`src/common/dccm_pkg.sv`:
```
// Shared constants and carrier types of the dual channel contact monitor.
package dccm_pkg;

    // =====================================================================
    // Clock and time base
    // =====================================================================
    // System clock rate in hertz.
    localparam int unsigned CLK_FREQ_HZ     = 100_000_000;
    // Clock cycles in one microsecond.
    localparam int unsigned CYC_PER_US      = CLK_FREQ_HZ / 1_000_000;
    // Clock cycles in one millisecond.
    localparam int unsigned CYC_PER_MS      = CLK_FREQ_HZ / 1_000;

    // Start-up phase length in milliseconds, used for the mode check.
    localparam int unsigned STARTUP_TIME_MS = 500;
    // Start-up phase length in clock cycles.
    localparam int unsigned STARTUP_CYC     = STARTUP_TIME_MS * CYC_PER_MS;
    // Test pulse repetition period in microseconds.
    localparam int unsigned TP_PERIOD_US    = 10_000;
    // Test pulse repetition period in clock cycles.
    localparam int unsigned TP_PERIOD_CYC   = TP_PERIOD_US * CYC_PER_US;
    // Low time of one test pulse in microseconds.
    localparam int unsigned TP_WIDTH_US     = 200;
    // Low time of one test pulse in clock cycles.
    localparam int unsigned TP_WIDTH_CYC    = TP_WIDTH_US * CYC_PER_US;
    // Half period of the indicator blink in milliseconds.
    localparam int unsigned BLINK_TIME_MS   = 250;
    // Half period of the indicator blink in clock cycles.
    localparam int unsigned BLINK_CYC       = BLINK_TIME_MS * CYC_PER_MS;
    // Width of all long cycle counters.
    localparam int unsigned CNT_W           = 26;

    // =====================================================================
    // Channel layout
    // =====================================================================
    // Number of monitored contact pairs, the cascade pair included.
    localparam int unsigned NUM_PAIRS       = 4;
    // Index of the cascade pair.
    localparam int unsigned CASC_IDX        = 3;
    // Consecutive idle samples with unequal contacts that mark a partial operation.
    localparam logic [1:0]  PARTIAL_SAMPLES = 2'h2;

    // =====================================================================
    // Register map
    // =====================================================================
    // Width of the decoded APB address.
    localparam int unsigned ADDR_W          = 12;
    // Control register byte offset.
    localparam logic [11:0] CTRL_OFS        = 12'h000;
    // Status register byte offset.
    localparam logic [11:0] STATUS_OFS      = 12'h004;
    // Control field: force both safety outputs low.
    localparam int unsigned CTRL_FORCE_BIT  = 0;
    // Reset value of the force field.
    localparam logic        CTRL_FORCE_RST  = 1'b0;
    // Status field positions.
    localparam int unsigned ST_READY_BIT    = 0;
    localparam int unsigned ST_SERIES_BIT   = 1;
    localparam int unsigned ST_FAULT_BIT    = 2;
    localparam int unsigned ST_SAFE_BIT     = 3;
    localparam int unsigned ST_SENSOR_BIT   = 4;
    localparam int unsigned ST_CLOSED_LSB   = 8;
    localparam int unsigned ST_PARTIAL_LSB  = 12;
    localparam int unsigned ST_SHORT_LSB    = 16;

    // =====================================================================
    // Carrier types
    // =====================================================================
    // The two contact inputs of one pair.
    typedef struct packed {
        logic a;    // First contact, fed by test pulse A.
        logic b;    // Second contact, fed by test pulse B.
    } dccm_pins_type;

    // The evaluated state of one pair.
    typedef struct packed {
        logic closed;       // Both contacts closed and no partial fault.
        logic partial;      // Pair seen partially operated.
        logic short_fault;  // Latched short or swapped pulse.
    } dccm_chan_status_type;

endpackage

```
`src/verilog/dccm_channel.sv`:
```
// Evaluation of one dual-channel contact pair.
`timescale 1ns/1ps

module dccm_channel (
    input  wire logic                          clk_sys_i,     // System clock.
    input  wire logic                          nrst_i,        // Asynchronous reset, active low.
    input  wire logic                          ce_i,          // Clock enable.
    input  wire dccm_pkg::dccm_pins_type       pins_i,        // Synchronised contact inputs.
    input  wire logic                          sample_idle_i, // Sample point outside any pulse.
    input  wire logic                          check_a_i,     // Last cycle of pulse A.
    input  wire logic                          check_b_i,     // Last cycle of pulse B.
    input  wire logic                          pulse_en_i,    // Pulse checks apply to this pair.
    output dccm_pkg::dccm_chan_status_type     status_o       // Evaluated pair state.
);

    // =====================================================================
    // State
    // =====================================================================
    // All state of the pair in one record.
    typedef struct packed {
        logic       a_closed;    // Contact A high at last idle sample.
        logic       b_closed;    // Contact B high at last idle sample.
        logic [1:0] mism_cnt;    // Consecutive unequal idle samples.
        logic       partial;     // Partial operation flagged.
        logic       seen_open;   // Both contacts seen open while partial.
        logic       short_fault; // Latched until reset.
    } dccm_chan_state_type;

    dccm_chan_state_type s;      // Present state.
    dccm_chan_state_type next_s; // Next state.

    // Next-state logic of the pair.
    always_comb begin
        next_s = s;
        if (sample_idle_i) begin
            // Outside pulses a closed contact reads high and an open one low.
            next_s.a_closed = pins_i.a;
            next_s.b_closed = pins_i.b;
            if (pins_i.a != pins_i.b) begin
                // Unequal contacts longer than the tolerance mark a partial operation.
                if (s.mism_cnt < dccm_pkg::PARTIAL_SAMPLES - 2'h1) begin
                    next_s.mism_cnt = s.mism_cnt + 2'h1;
                end else begin
                    next_s.partial = 1'b1;
                end
            end else begin
                next_s.mism_cnt = 2'h0;
            end
            if (s.partial) begin
                // The partial fault clears only after both open, then both closed.
                if (!pins_i.a && !pins_i.b) begin
                    next_s.seen_open = 1'b1;
                end else if (pins_i.a && pins_i.b && s.seen_open) begin
                    next_s.partial   = 1'b0;
                    next_s.seen_open = 1'b0;
                    next_s.mism_cnt  = 2'h0;
                end
            end
        end
        // A closed contact that does not follow its own pulse is shorted or swapped.
        if (pulse_en_i && check_a_i && s.a_closed && pins_i.a) begin
            next_s.short_fault = 1'b1;
        end
        if (pulse_en_i && check_b_i && s.b_closed && pins_i.b) begin
            next_s.short_fault = 1'b1;
        end
    end

    // State register; the short fault is left only by reset.
    always_ff @(posedge clk_sys_i or negedge nrst_i) begin
        if (!nrst_i) begin
            s <= '0;
        end else if (ce_i) begin
            s <= next_s;
        end
    end

    // Pair result as seen by the top level.
    assign status_o.closed      = s.a_closed & s.b_closed & ~s.partial;
    assign status_o.partial     = s.partial;
    assign status_o.short_fault = s.short_fault;

endmodule // dccm_channel

```
`src/verilog/dccm_top.sv`:
```
// Top level of the dual channel contact monitor with its APB register slave.
//
// Operation
// Pulse A feeds contact A, pulse B contact B.
// Unused channels loop back to own pulse.
// Cascade pair driven only by upstream outputs.
// Sensor-state output ignores the cascade pair; the code still drops it on a cascade pair short fault.
// Start-up phase decides stand-alone or series mode.
// Power indicator steady only when ready.
// Power indicator blinks during mode check.
// Safety indicators follow safety output levels.
// Pair indicator differs for open and closed.
// Short fault blinks the safety indicators.
// Short fault latched until power cycle.
// One contact closed flags partial operation.
// Partial clears after both open, both closed.
// Outputs rise within 40 ms of closing.
// Outputs fall within 40 ms of opening.
// Exactly two independent test pulse outputs.
// Outputs high only while all pairs closed.
// Sensor-state high only when all sensors closed.
// Swapped or shorted pulses force outputs low.
// Safety outputs are AND of all pairs.
// Test pulses are low-going, never overlapping.
// Outputs low during start-up and faults.
`timescale 1ns/1ps

module dccm_top #(
    parameter int unsigned STARTUP_CYC   = dccm_pkg::STARTUP_CYC,   // Start-up phase length.
    parameter int unsigned TP_PERIOD_CYC = dccm_pkg::TP_PERIOD_CYC, // Test pulse period.
    parameter int unsigned TP_WIDTH_CYC  = dccm_pkg::TP_WIDTH_CYC,  // Test pulse low time.
    parameter int unsigned BLINK_CYC     = dccm_pkg::BLINK_CYC      // Blink half period.
) (
    input  wire logic        clk_sys_i,         // System clock, 100 MHz.
    input  wire logic        nrst_i,            // Asynchronous reset, active low.
    input  wire logic        ce_i,              // Clock enable; low freezes all state.
    input  wire logic        chan1_contact_a_i, // Sensor 1, first contact.
    input  wire logic        chan1_contact_b_i, // Sensor 1, second contact.
    input  wire logic        chan2_contact_a_i, // Sensor 2, first contact.
    input  wire logic        chan2_contact_b_i, // Sensor 2, second contact.
    input  wire logic        chan3_contact_a_i, // Sensor 3, first contact.
    input  wire logic        chan3_contact_b_i, // Sensor 3, second contact.
    input  wire logic        cascade_in_a_i,    // Cascade or sensor 4, first contact.
    input  wire logic        cascade_in_b_i,    // Cascade or sensor 4, second contact.
    input  wire logic        psel_i,            // APB select.
    input  wire logic        penable_i,         // APB enable.
    input  wire logic        pwrite_i,          // APB direction, high for write.
    input  wire logic [11:0] paddr_i,           // APB byte address.
    input  wire logic [31:0] pwdata_i,          // APB write data.
    output logic      [31:0] prdata_o,          // APB read data.
    output logic             pready_o,          // APB ready.
    output logic             pslverr_o,         // APB error for unmapped address.
    output logic             test_pulse_a_o,    // Test pulse for all first contacts.
    output logic             test_pulse_b_o,    // Test pulse for all second contacts.
    output logic             safety_out_a_o,    // First safety output.
    output logic             safety_out_b_o,    // Second safety output.
    output logic             sensor_state_o,    // Local sensors all operated.
    output logic             led_power_o,       // Power and readiness indicator.
    output logic             led_safety_a_o,    // Indicator of the first safety output.
    output logic             led_safety_b_o,    // Indicator of the second safety output.
    output logic      [3:0]  led_pair_o         // Indicator per contact pair.
);

    // =====================================================================
    // Types and state
    // =====================================================================
    // All state of the top level in one record.
    typedef struct packed {
        dccm_pkg::dccm_pins_type [dccm_pkg::NUM_PAIRS-1:0] sync1; // First sync stage.
        dccm_pkg::dccm_pins_type [dccm_pkg::NUM_PAIRS-1:0] sync2; // Second sync stage.

        logic [dccm_pkg::CNT_W-1:0] tp_cnt;    // Position in the test pulse period.
        logic [dccm_pkg::CNT_W-1:0] start_cnt; // Elapsed start-up cycles.
        logic [dccm_pkg::CNT_W-1:0] blink_cnt; // Blink half period counter.

        logic        blink;       // Blink phase.
        logic        ready;       // Start-up finished.
        logic        series;      // Fed from an upstream unit.
        logic        loop_a_seen; // Cascade pair followed pulse A during start-up.
        logic        loop_b_seen; // Cascade pair followed pulse B during start-up.

        logic        force_safe;  // Control field: hold safety outputs low.
        logic        tp_a;        // Test pulse A pin level.
        logic        tp_b;        // Test pulse B pin level.

        logic        safe_a;      // Safety output A.
        logic        safe_b;      // Safety output B.
        logic        sensor;      // Sensor-state output.

        logic        led_power;   // Power indicator.
        logic        led_safe_a;  // Safety indicator A.
        logic        led_safe_b;  // Safety indicator B.
        logic [3:0]  led_pair;    // Pair indicators.

        logic        pready;      // APB ready.
        logic        pslverr;     // APB error.
        logic [31:0] prdata;      // APB read data.
    } dccm_top_state_type;

    dccm_top_state_type s;      // Present state.
    dccm_top_state_type next_s; // Next state.

    // Pulse phase strobes shared with all pairs.
    logic sample_idle; // Sample point in the last cycle before each pulse starts.
    logic check_a;     // Last cycle of the pulse A window.
    logic check_b;     // Last cycle of the pulse B window.

    // Results of the four pairs.
    dccm_pkg::dccm_chan_status_type [dccm_pkg::NUM_PAIRS-1:0] chan_st;
    logic [dccm_pkg::NUM_PAIRS-1:0] pulse_en; // Pulse checks enabled per pair.
    logic [dccm_pkg::NUM_PAIRS-1:0] closed;   // Pair closed per pair.
    logic [dccm_pkg::NUM_PAIRS-1:0] partial;  // Partial fault per pair.
    logic [dccm_pkg::NUM_PAIRS-1:0] shorted;  // Short fault per pair.

    // Half of the pulse period; pulse B starts there.
    localparam logic [dccm_pkg::CNT_W-1:0] TP_HALF = dccm_pkg::CNT_W'(TP_PERIOD_CYC / 2);

    // =====================================================================
    // Pulse phase strobes
    // =====================================================================
    // Checks fall at the end of each pulse, after the sync delay has passed.
    assign check_a     = s.tp_cnt == dccm_pkg::CNT_W'(TP_WIDTH_CYC - 1);
    assign check_b     = s.tp_cnt == TP_HALF + dccm_pkg::CNT_W'(TP_WIDTH_CYC - 1);
    assign sample_idle = (s.tp_cnt == TP_HALF - 1) ||
                         (s.tp_cnt == dccm_pkg::CNT_W'(TP_PERIOD_CYC - 1));

    // =====================================================================
    // Pair evaluation
    // =====================================================================
    // One evaluator per pair; the cascade pair is pulse checked only stand-alone.
    for (genvar i = 0; i < dccm_pkg::NUM_PAIRS; i++) begin : g_pair
        if (i == dccm_pkg::CASC_IDX) begin : g_casc
            assign pulse_en[i] = s.ready & ~s.series;
        end else begin : g_local
            assign pulse_en[i] = 1'b1;
        end
        assign closed[i]  = chan_st[i].closed;
        assign partial[i] = chan_st[i].partial;
        assign shorted[i] = chan_st[i].short_fault;

        dccm_channel u_channel (
            .clk_sys_i     (clk_sys_i),
            .nrst_i        (nrst_i),
            .ce_i          (ce_i),
            .pins_i        (s.sync2[i]),
            .sample_idle_i (sample_idle),
            .check_a_i     (check_a),
            .check_b_i     (check_b),
            .pulse_en_i    (pulse_en[i]),
            .status_o      (chan_st[i])
        );
    end

    // =====================================================================
    // Next-state logic
    // =====================================================================
    // Pulses, start-up, output decisions, indicators and the APB slave.
    always_comb begin
        logic        all_closed; // Every pair closed.
        logic        local_ok;   // Every local sensor pair closed.
        logic        any_short;  // Any latched short fault.
        logic [31:0] status_w;   // Status register image.
        all_closed = &closed;
        local_ok   = &closed[dccm_pkg::CASC_IDX-1:0];
        any_short  = |shorted;
        status_w   = 32'h0000_0000;
        next_s     = s;

        // Two-stage synchronisers for all contact pins.
        next_s.sync1[0] = '{a: chan1_contact_a_i, b: chan1_contact_b_i};
        next_s.sync1[1] = '{a: chan2_contact_a_i, b: chan2_contact_b_i};
        next_s.sync1[2] = '{a: chan3_contact_a_i, b: chan3_contact_b_i};
        next_s.sync1[3] = '{a: cascade_in_a_i, b: cascade_in_b_i};
        next_s.sync2    = s.sync1;

        // Period counter; pulse A at the start, pulse B at the half.
        if (s.tp_cnt == dccm_pkg::CNT_W'(TP_PERIOD_CYC - 1)) begin
            next_s.tp_cnt = '0;
        end else begin
            next_s.tp_cnt = s.tp_cnt + 1'b1;
        end
        next_s.tp_a = ~(s.tp_cnt < dccm_pkg::CNT_W'(TP_WIDTH_CYC));
        next_s.tp_b = ~((s.tp_cnt >= TP_HALF) &&
                        (s.tp_cnt < TP_HALF + dccm_pkg::CNT_W'(TP_WIDTH_CYC)));

        // Free-running blink for indicator patterns.
        if (s.blink_cnt == dccm_pkg::CNT_W'(BLINK_CYC - 1)) begin
            next_s.blink_cnt = '0;
            next_s.blink     = ~s.blink;
        end else begin
            next_s.blink_cnt = s.blink_cnt + 1'b1;
        end

        // Start-up: a looped-back cascade pair follows our own pulses.
        if (!s.ready) begin
            if (check_a && !s.sync2[dccm_pkg::CASC_IDX].a && s.sync2[dccm_pkg::CASC_IDX].b) begin
                next_s.loop_a_seen = 1'b1;
            end

            if (check_b && s.sync2[dccm_pkg::CASC_IDX].a && !s.sync2[dccm_pkg::CASC_IDX].b) begin
                next_s.loop_b_seen = 1'b1;
            end

            if (s.start_cnt == dccm_pkg::CNT_W'(STARTUP_CYC - 1)) begin
                // Mode is fixed here and kept until the next reset.
                next_s.ready  = 1'b1;
                next_s.series = ~(s.loop_a_seen & s.loop_b_seen);
            end else begin
                next_s.start_cnt = s.start_cnt + 1'b1;
            end
        end

        // Safety outputs: AND of all pairs, low in start-up and on faults.
        next_s.safe_a = s.ready & ~any_short & all_closed & ~s.force_safe;
        next_s.safe_b = s.ready & ~any_short & all_closed & ~s.force_safe;

        // Sensor state takes closed from the three local pairs and short faults from all four.
        next_s.sensor = s.ready & ~any_short & local_ok;

        // Indicators.
        next_s.led_power  = s.ready | s.blink;
        next_s.led_safe_a = any_short ? s.blink : next_s.safe_a;
        next_s.led_safe_b = any_short ? s.blink : next_s.safe_b;

        for (int i = 0; i < dccm_pkg::NUM_PAIRS; i++) begin
            next_s.led_pair[i] = partial[i] ? s.blink : closed[i];
        end

        // Status register image.
        status_w[dccm_pkg::ST_READY_BIT]  = s.ready;
        status_w[dccm_pkg::ST_SERIES_BIT] = s.series;
        status_w[dccm_pkg::ST_FAULT_BIT]  = any_short;
        status_w[dccm_pkg::ST_SAFE_BIT]   = s.safe_a;
        status_w[dccm_pkg::ST_SENSOR_BIT] = s.sensor;

        // Each pair reports closed, partial and short.
        for (int i = 0; i < dccm_pkg::NUM_PAIRS; i++) begin
            status_w[dccm_pkg::ST_CLOSED_LSB + i]  = closed[i];
            status_w[dccm_pkg::ST_PARTIAL_LSB + i] = partial[i];
            status_w[dccm_pkg::ST_SHORT_LSB + i]   = shorted[i];
        end

        // APB: one wait state, answer in the second access cycle.
        next_s.pready  = 1'b0;
        next_s.pslverr = 1'b0;

        if (psel_i && penable_i && !s.pready) begin
            next_s.pready = 1'b1;
            unique case (paddr_i)
                dccm_pkg::CTRL_OFS: begin
                    next_s.prdata = {31'h0, s.force_safe};
                end
                dccm_pkg::STATUS_OFS: begin
                    next_s.prdata = status_w;
                end
                default: begin
                    // Unmapped addresses read zero and report an error.
                    next_s.prdata  = 32'h0000_0000;
                    next_s.pslverr = 1'b1;
                end
            endcase
        end
        // Writes take effect at the edge that completes the transfer.
        if (psel_i && penable_i && s.pready && pwrite_i && paddr_i == dccm_pkg::CTRL_OFS) begin
            next_s.force_safe = pwdata_i[dccm_pkg::CTRL_FORCE_BIT];
        end
    end

    // =====================================================================
    // State register
    // =====================================================================
    // Every field resets to zero; the clock enable freezes all of it.
    always_ff @(posedge clk_sys_i or negedge nrst_i) begin
        if (!nrst_i) begin
            s            <= '0;
            s.force_safe <= dccm_pkg::CTRL_FORCE_RST;
        end else if (ce_i) begin
            s <= next_s;
        end
    end

    // =====================================================================
    // Outputs
    // =====================================================================
    // All outputs are state fields.
    assign prdata_o       = s.prdata;
    assign pready_o       = s.pready;
    assign pslverr_o      = s.pslverr;

    // The test pulses feed every contact.
    assign test_pulse_a_o = s.tp_a;
    assign test_pulse_b_o = s.tp_b;

    // The safety decisions leave here.
    assign safety_out_a_o = s.safe_a;
    assign safety_out_b_o = s.safe_b;
    assign sensor_state_o = s.sensor;

    // The indicators leave here.
    assign led_power_o    = s.led_power;
    assign led_safety_a_o = s.led_safe_a;
    assign led_safety_b_o = s.led_safe_b;
    assign led_pair_o     = s.led_pair;

endmodule // dccm_top
```
`config.mk`:
```
export PLATFORM = sky130hd
export DESIGN_NAME = dccm_top
export DESIGN_NICKNAME = d
export VERILOG_FILES = /design/src/common/dccm_pkg.sv /design/src/verilog/dccm_channel.sv /design/src/verilog/dccm_top.sv
export SDC_FILE = /design/constraint.sdc
export NUM_CORES = 1
export LEC_CHECK = 0
export BUFFER_PORTS_ARGS = -buffer_cell sky130_fd_sc_hd__buf_2
export CAP_MARGIN = 20
export CORE_MARGIN = 2
export CORE_UTILIZATION = 55
export CTS_BUF_LIST = sky130_fd_sc_hd__clkbuf_4 sky130_fd_sc_hd__clkbuf_8 sky130_fd_sc_hd__clkbuf_16
export CTS_CLUSTER_SIZE = 24
export DETAILED_ROUTE_END_ITERATION = 10
export PLACE_DENSITY = 0.74
export SYNTH_ARGS = -nofsm -noshare
export SYNTH_HDL_FRONTEND = slang
export SYNTH_HIERARCHICAL = 1
export SYNTH_SLANG_ARGS = --single-unit
```
`constraint.sdc`:
```
create_clock -name clk_sys_i -period 2.66 [get_ports clk_sys_i]
set_input_delay 0.399 -clock clk_sys_i [delete_from_list [all_inputs] [get_ports clk_sys_i]]
set_output_delay 0.399 -clock clk_sys_i [all_outputs]
set_load 0.05 [all_outputs]
```
Word level (Yosys, flattened, before mapping)
Index checks and enable logic that the tools add are counted.
{"block": "classes", "n_div": 0, "reduce_logical": 79, "eq_ne": 11, "n_shift": 0, "addsub": 7, "n_bitwise": 28, "n_lt_le_gt_ge": 7, "n_mux": 54, "n_mul": 0}
{"operator": "$add A26 B1 Y26 const B", "n": 3}
{"operator": "$eq A26 B19 Y1 const B", "n": 2}
{"operator": "$mux W26", "n": 2}
{"operator": "$logic_and A1 B1 Y1", "n": 40}
{"operator": "$pmux W20 S2", "n": 1}
{"operator": "$mux W4", "n": 9}
{"operator": "$mux W34", "n": 1}
{"operator": "$mux W1", "n": 28}
{"operator": "$eq A26 B15 Y1 const B", "n": 1}
{"operator": "$eq A26 B20 Y1 const B", "n": 1}
{"operator": "$eq A26 B25 Y1 const B", "n": 1}
{"operator": "$eq A26 B26 Y1 const B", "n": 1}
{"operator": "$ge A26 B19 Y1 const B", "n": 1}
{"operator": "$lt A26 B15 Y1 const B", "n": 1}
{"operator": "$lt A26 B19 Y1 const B", "n": 1}
{"operator": "$reduce_and A4 Y1", "n": 5}
{"operator": "$mux W2", "n": 9}
{"operator": "$reduce_and A2 Y1", "n": 8}
{"operator": "$reduce_bool A2 Y1", "n": 8}
{"operator": "$reduce_and A3 Y1", "n": 5}
{"operator": "$and A1 B1 Y1", "n": 14}
{"operator": "$not A1 Y1", "n": 13}
{"operator": "$eq A12 B3 Y1 const B", "n": 1}
{"operator": "$logic_not A12 Y1", "n": 1}
{"operator": "other kinds (9)", "n": 29}
{"block": "word_totals", "latchBits": 0, "register_bits": 172, "ramBits": 0, "mem_count": 0, "romBits": 0}

Depth between registers and ports, before layout
{"block": "logic_depth", "depth_word": 7, "mapped_depth": 9, "mapped_depth_nobuf": 8}

Hierarchy
The synthesis kept the hierarchy.
{"mod": "dccm_top", "seq_area_each_um2": 3228.1, "instances": 1, "area_each_um2": 6388.6, "cells_each": 603}
{"mod": "dccm_channel", "seq_area_each_um2": 175.2, "instances": 4, "area_each_um2": 396.6, "cells_each": 42}

Worst setup path after synthesis
No wires, ideal clock.
{"block": "synth_timing", "path_kind": "register -> register", "startpoint": "reg s[125] in the netlist's numbering", "endpoint": "reg g_pair[0].u_channel.s (netlist bit g_pair[0].u_channel/status_o[1])", "n_path_buf": 0, "setup_slack_ps": 282, "t_required_ps": 2535, "path_stages_with_launch": 8, "t_arrival_ps": 2253, "setup_time_ps": 125, "synth_period_minus_slack_ps": 2378, "path_cell_list": "dfrtp_1 or4_4 nor4_4 nand4_2 o21bai_1 nand4_1 nor3b_2 nor2_1"}
{"block": "synth_between", "elab_chain_cells": 3}
{"item": "start, declared", "line_no": "dccm_top.sv:100", "rtl": "dccm_top_state_type s;"}
{"item": "start signal, assigned", "line_no": "dccm_top.sv:278", "rtl": "s <= next_s;"}
{"item": "$eq A26 B19 Y1 / $eq A26 B20 Y1 (equally long branches)", "line_no": "dccm_top.sv:124, dccm_top.sv:125"}
{"item": "$logic_or A1 B1 Y1 (*)", "line_no": "dccm_top.sv:124", "rtl": "assign sample_idle = (s.tp_cnt == TP_HALF - 1) ||"}
{"item": "named net sample_idle", "line_no": "dccm_top.sv:104", "rtl": "logic sample_idle;"}
{"item": "$reduce_and A2 Y1 (no line) (*)"}
{"item": "end signal, assigned", "line_no": "dccm_channel.sv:74", "rtl": "s <= next_s;"}
{"item": "end, declared", "line_no": "dccm_channel.sv:29", "rtl": "dccm_chan_state_type s;"}
The timed path passes the listed nets; every way through them passes the cells marked *.
A chain may end at the register's enable or synchronous reset.

Final worst setup path
{"block": "layout_timing", "startpoint": "reg s[125] in the netlist's numbering", "endpoint": "reg g_pair[3].u_channel/s[4] in the netlist's numbering"}
{"block": "layout_between", "elab_chain_cells": 3}
{"item": "$eq A26 B19 Y1 / $eq A26 B20 Y1 (equally long branches)", "line_no": "dccm_top.sv:124, dccm_top.sv:125"}
{"item": "$logic_or A1 B1 Y1 (*)", "line_no": "dccm_top.sv:124"}
{"item": "named net sample_idle", "line_no": "dccm_top.sv:104"}
{"item": "$reduce_and A2 Y1 (no line) (*)"}
{"item": "end signal, assigned", "line_no": "dccm_channel.sv:74"}
{"item": "end, declared", "line_no": "dccm_channel.sv:29"}
Marked as above.

==> out/metrics.cfg <==
[floorplan]
num_io_pins=104
die_h_um=124
std_cell_rows=44
die_x_um=124
initial_utilization_pct=55.5
core_sq_um=14400
dieArea_sq_um=15500

[synth]
async_reset_ff_share_pct=100
synth_area_sq_um=7980
ys_seq_area_share_pct=49.3
yosys.area.top_type=dfrtp_1
synth.most_common_cell=dfrtp_1
synth.top_cell.area_share_pct=49.3
avgSynthCellArea_sq_um=10.3
synthTopCellsByCount=dfrtp_1, nand2_1, nor2_1, buf_4
synthTopCellsByArea=dfrtp_1, buf_4, xnor2_1
yosys_most_used_dff=dfrtp_1
synth_edf_count=0
ys_ff_latch=157
yosysWarnings=6
synth_cell_types=66
synthCells=771

[power_and_ir_drop]
finalPower_w=0.00581
pwr-share-seq_pct=46.8
internal_power_w=0.00431
p_sw_share_pct=25.9
powerDensity_nw_per_um2=657
power.leakage_nw=4.23
vdd_drop_max_uv=462
pwr-share-comb_pct=9.6
power_switching_w=0.00151
clkPwrFrac_pct=43.6

[grt]
grt_pass1_vias=5701
overflow=0
grt_pass1_wl_um=27900
antenna_found_initial=0
grt_max_degree=64
groute.usage.overall_pct=22.1

[detailed_routing]
finalWirelength_um=16300
dr.pass1.iters=5
ant_nets=0
drtIter0Drc=351
drt-vias-per-instance=5.71
wire_per_inst_um=16.1
dr_total_vias=5759
drc=0

[clock_network]
clockBufferDepth=2
clk_pin_slew_ns=0.06
htree_levels=4
cts_buffers=17
cts_num_sinks=157
cts-root-buf=clkbuf_16
cts_tree=yes
clkLatencyLatePin_ns=0.44

[placed_design]
pre_cts_ws_ns=0.240
port_buffers=57
post-dp-hpwl_um=11200
numPlacedInstances=971
gp_congestion=0.880

[cells_and_area]
antenna_cells=0
area_growth_pct=11.0
drive_gt1_share_pct=19.2
final_cells=1009
layout.nets=889

[worst_setup_path]
startpoint_type=register
worstPathRequired_ns=2.97
critPathBufInv=2
worstPathMaxFanout=7
worstPathArrival_ns=2.72
crit_type=register to register
crit_slowest_cell=or4_4
cp_slowest_stage_delay_ns=0.57
cp_top_family=simple AND/OR/NAND/NOR gates
crit_chain=or4_4 -> nor4_4 -> nand4_2 -> o21bai_1 -> buf_4 -> clkbuf_4 -> nand2_1 -> o21ai_1 -> a21oi_1
worst-r2r-setup-slack_ns=0.25
crit_path_end_kind=register

[timing]
timing.slew.headroom_pct=52.8
rsz0062_at_grt=false
hold_slack_ns=0.189
setup_violations=0
skew_ns=0.0134
finalMaxSlewViolations=0
post-route-min-period_ns=2.41
setup_ws_ns=0.251
fin_setup_tns_ns=0
hold_viol=0
fin_crit_sh_pct=90.6
tightest_slew_ns=0.702
fmax_mhz=415

[worst_hold_path]
hold_path_class=primary input to register

[run]
cap_violations=0

[status]
outcome=complete, no violations

==> per-layer routing <==
metal	vias to the layer above	GRT usage, %	wire length (um)
met3	32	5.33	714
met5	-	0	0
met2	156	35.9	7990
met4	0	7.73	317
met1	2861	29.3	7270
li1	2710	-	-
==> worst paths after layout <==
check                                  start                       end  cells past startpoint
max                                   s[125]  g_pair[3].u_channel/s[4]                      9
min                        chan2_contact_a_i               next_s[133]                      2
max reg2reg                           s[125]  g_pair[3].u_channel/s[4]                      9
min reg2reg                           s[129]                    s[129]                      1
max in group asynchronous             nrst_i                  pready_o                      3
min in group asynchronous             nrst_i                     s[76]                      2
==> logic make-up after synthesis <==
family | after synthesis | synth area share, %
xor+xnor | 72 | 7.91
flops | 157 | 49.3
compound gates | 82 | 7.09
mux | 22 | 3.03
buf+inv | 105 | 8.14
simple gates | 312 | 21.5
fa+ha+maj | 19 | 2.98
other cells | 2 | 0.0942
==> repair_timing <==
action / 4_1_cts / 5_1_grt
gates resized for setup: 0 / 6
setup buffers: 0 / 5
setup endpoints to repair: 0 / 12
endpoints found under the hold margin: 60 / 0
hold buffers: 1 / 0
==> registers in the layout, summed over array words and instances (netlist names) <==
name / flops
next_s: 8
g_pair.u_channel/s: 20
led_safety_b_o: 1
led_power_o: 1
sensor_state_o: 1
pready_o: 1
g_pair.u_channel/status_o: 8
prdata_o: 17
test_pulse_b_o: 1
led_pair_o: 4
safety_out_b_o: 1
pslverr_o: 1
s: 92
test_pulse_a_o: 1
==> power by group through the flow <==
stage / sequential (W) / clock (W) / combinational [W]
2_1_floorplan: 0.00273 / 0 / 0.000403
5_1_grt: 0.00275 / 0.00267 / 0.000623
3_5_place_dp: 0.00276 / 0 / 0.000554
6_report: 0.00272 / 0.00253 / 0.000557
4_1_cts: 0.00272 / 0.00256 / 0.000562
3_3_place_gp: 0.00275 / 0 / 0.000524
==> per-stage QoR <==
| stage | utilization (%) | cell area [sq um] |
|---|---|---|
| floorplan | - | 8040 |
| global placement | 56.8 | 8160 |
| detailed placement | 56.8 | 8160 |
| CTS | 61.2 | 8790 |
| global route | 61.6 | 8850 |
| finish | 61.6 | 8850 |
==> cell usage in the layout, fill, tap and decap left out, types with 5 or more instances in the layout <==
master | netlist | routed
a21oi_1 | 17 | 17
a22o_1 | 17 | 17
a31o_2 | 5 | 5
a31oi_1 | 5 | 5
and2_1 | 6 | 6
and3_1 | 13 | 13
buf_2 | 5 | 56
buf_4 | 47 | 18
clkbuf_16 | 0 | 17
clkinv_4 | 0 | 5
conb_1 | 2 | 18
dfrtp_1 | 157 | 157
ha_1 | 19 | 19
inv_1 | 33 | 33
mux2_2 | 17 | 17
mux2i_1 | 5 | 5
nand2_1 | 66 | 66
nand2b_1 | 6 | 6
nand3_1 | 36 | 36
nand4_1 | 36 | 36
nor2_1 | 59 | 59
nor2b_1 | 6 | 6
nor3_1 | 18 | 17
nor4_1 | 16 | 14
nor4_2 | 3 | 5
o21ai_0 | 20 | 18
xnor2_1 | 36 | 36
xor2_1 | 36 | 36
==> layout make-up <==
cell class,instances,area (sq um)
multi-input combinational,525,3480
clock buffer,20,460
sequential,157,3930
timing repair buffer,78,464
clock inverter,12,163
fill,1160,5520
inverter,33,124
tap,184,230
No activity file was read; power rests on OpenSTA's default activity.
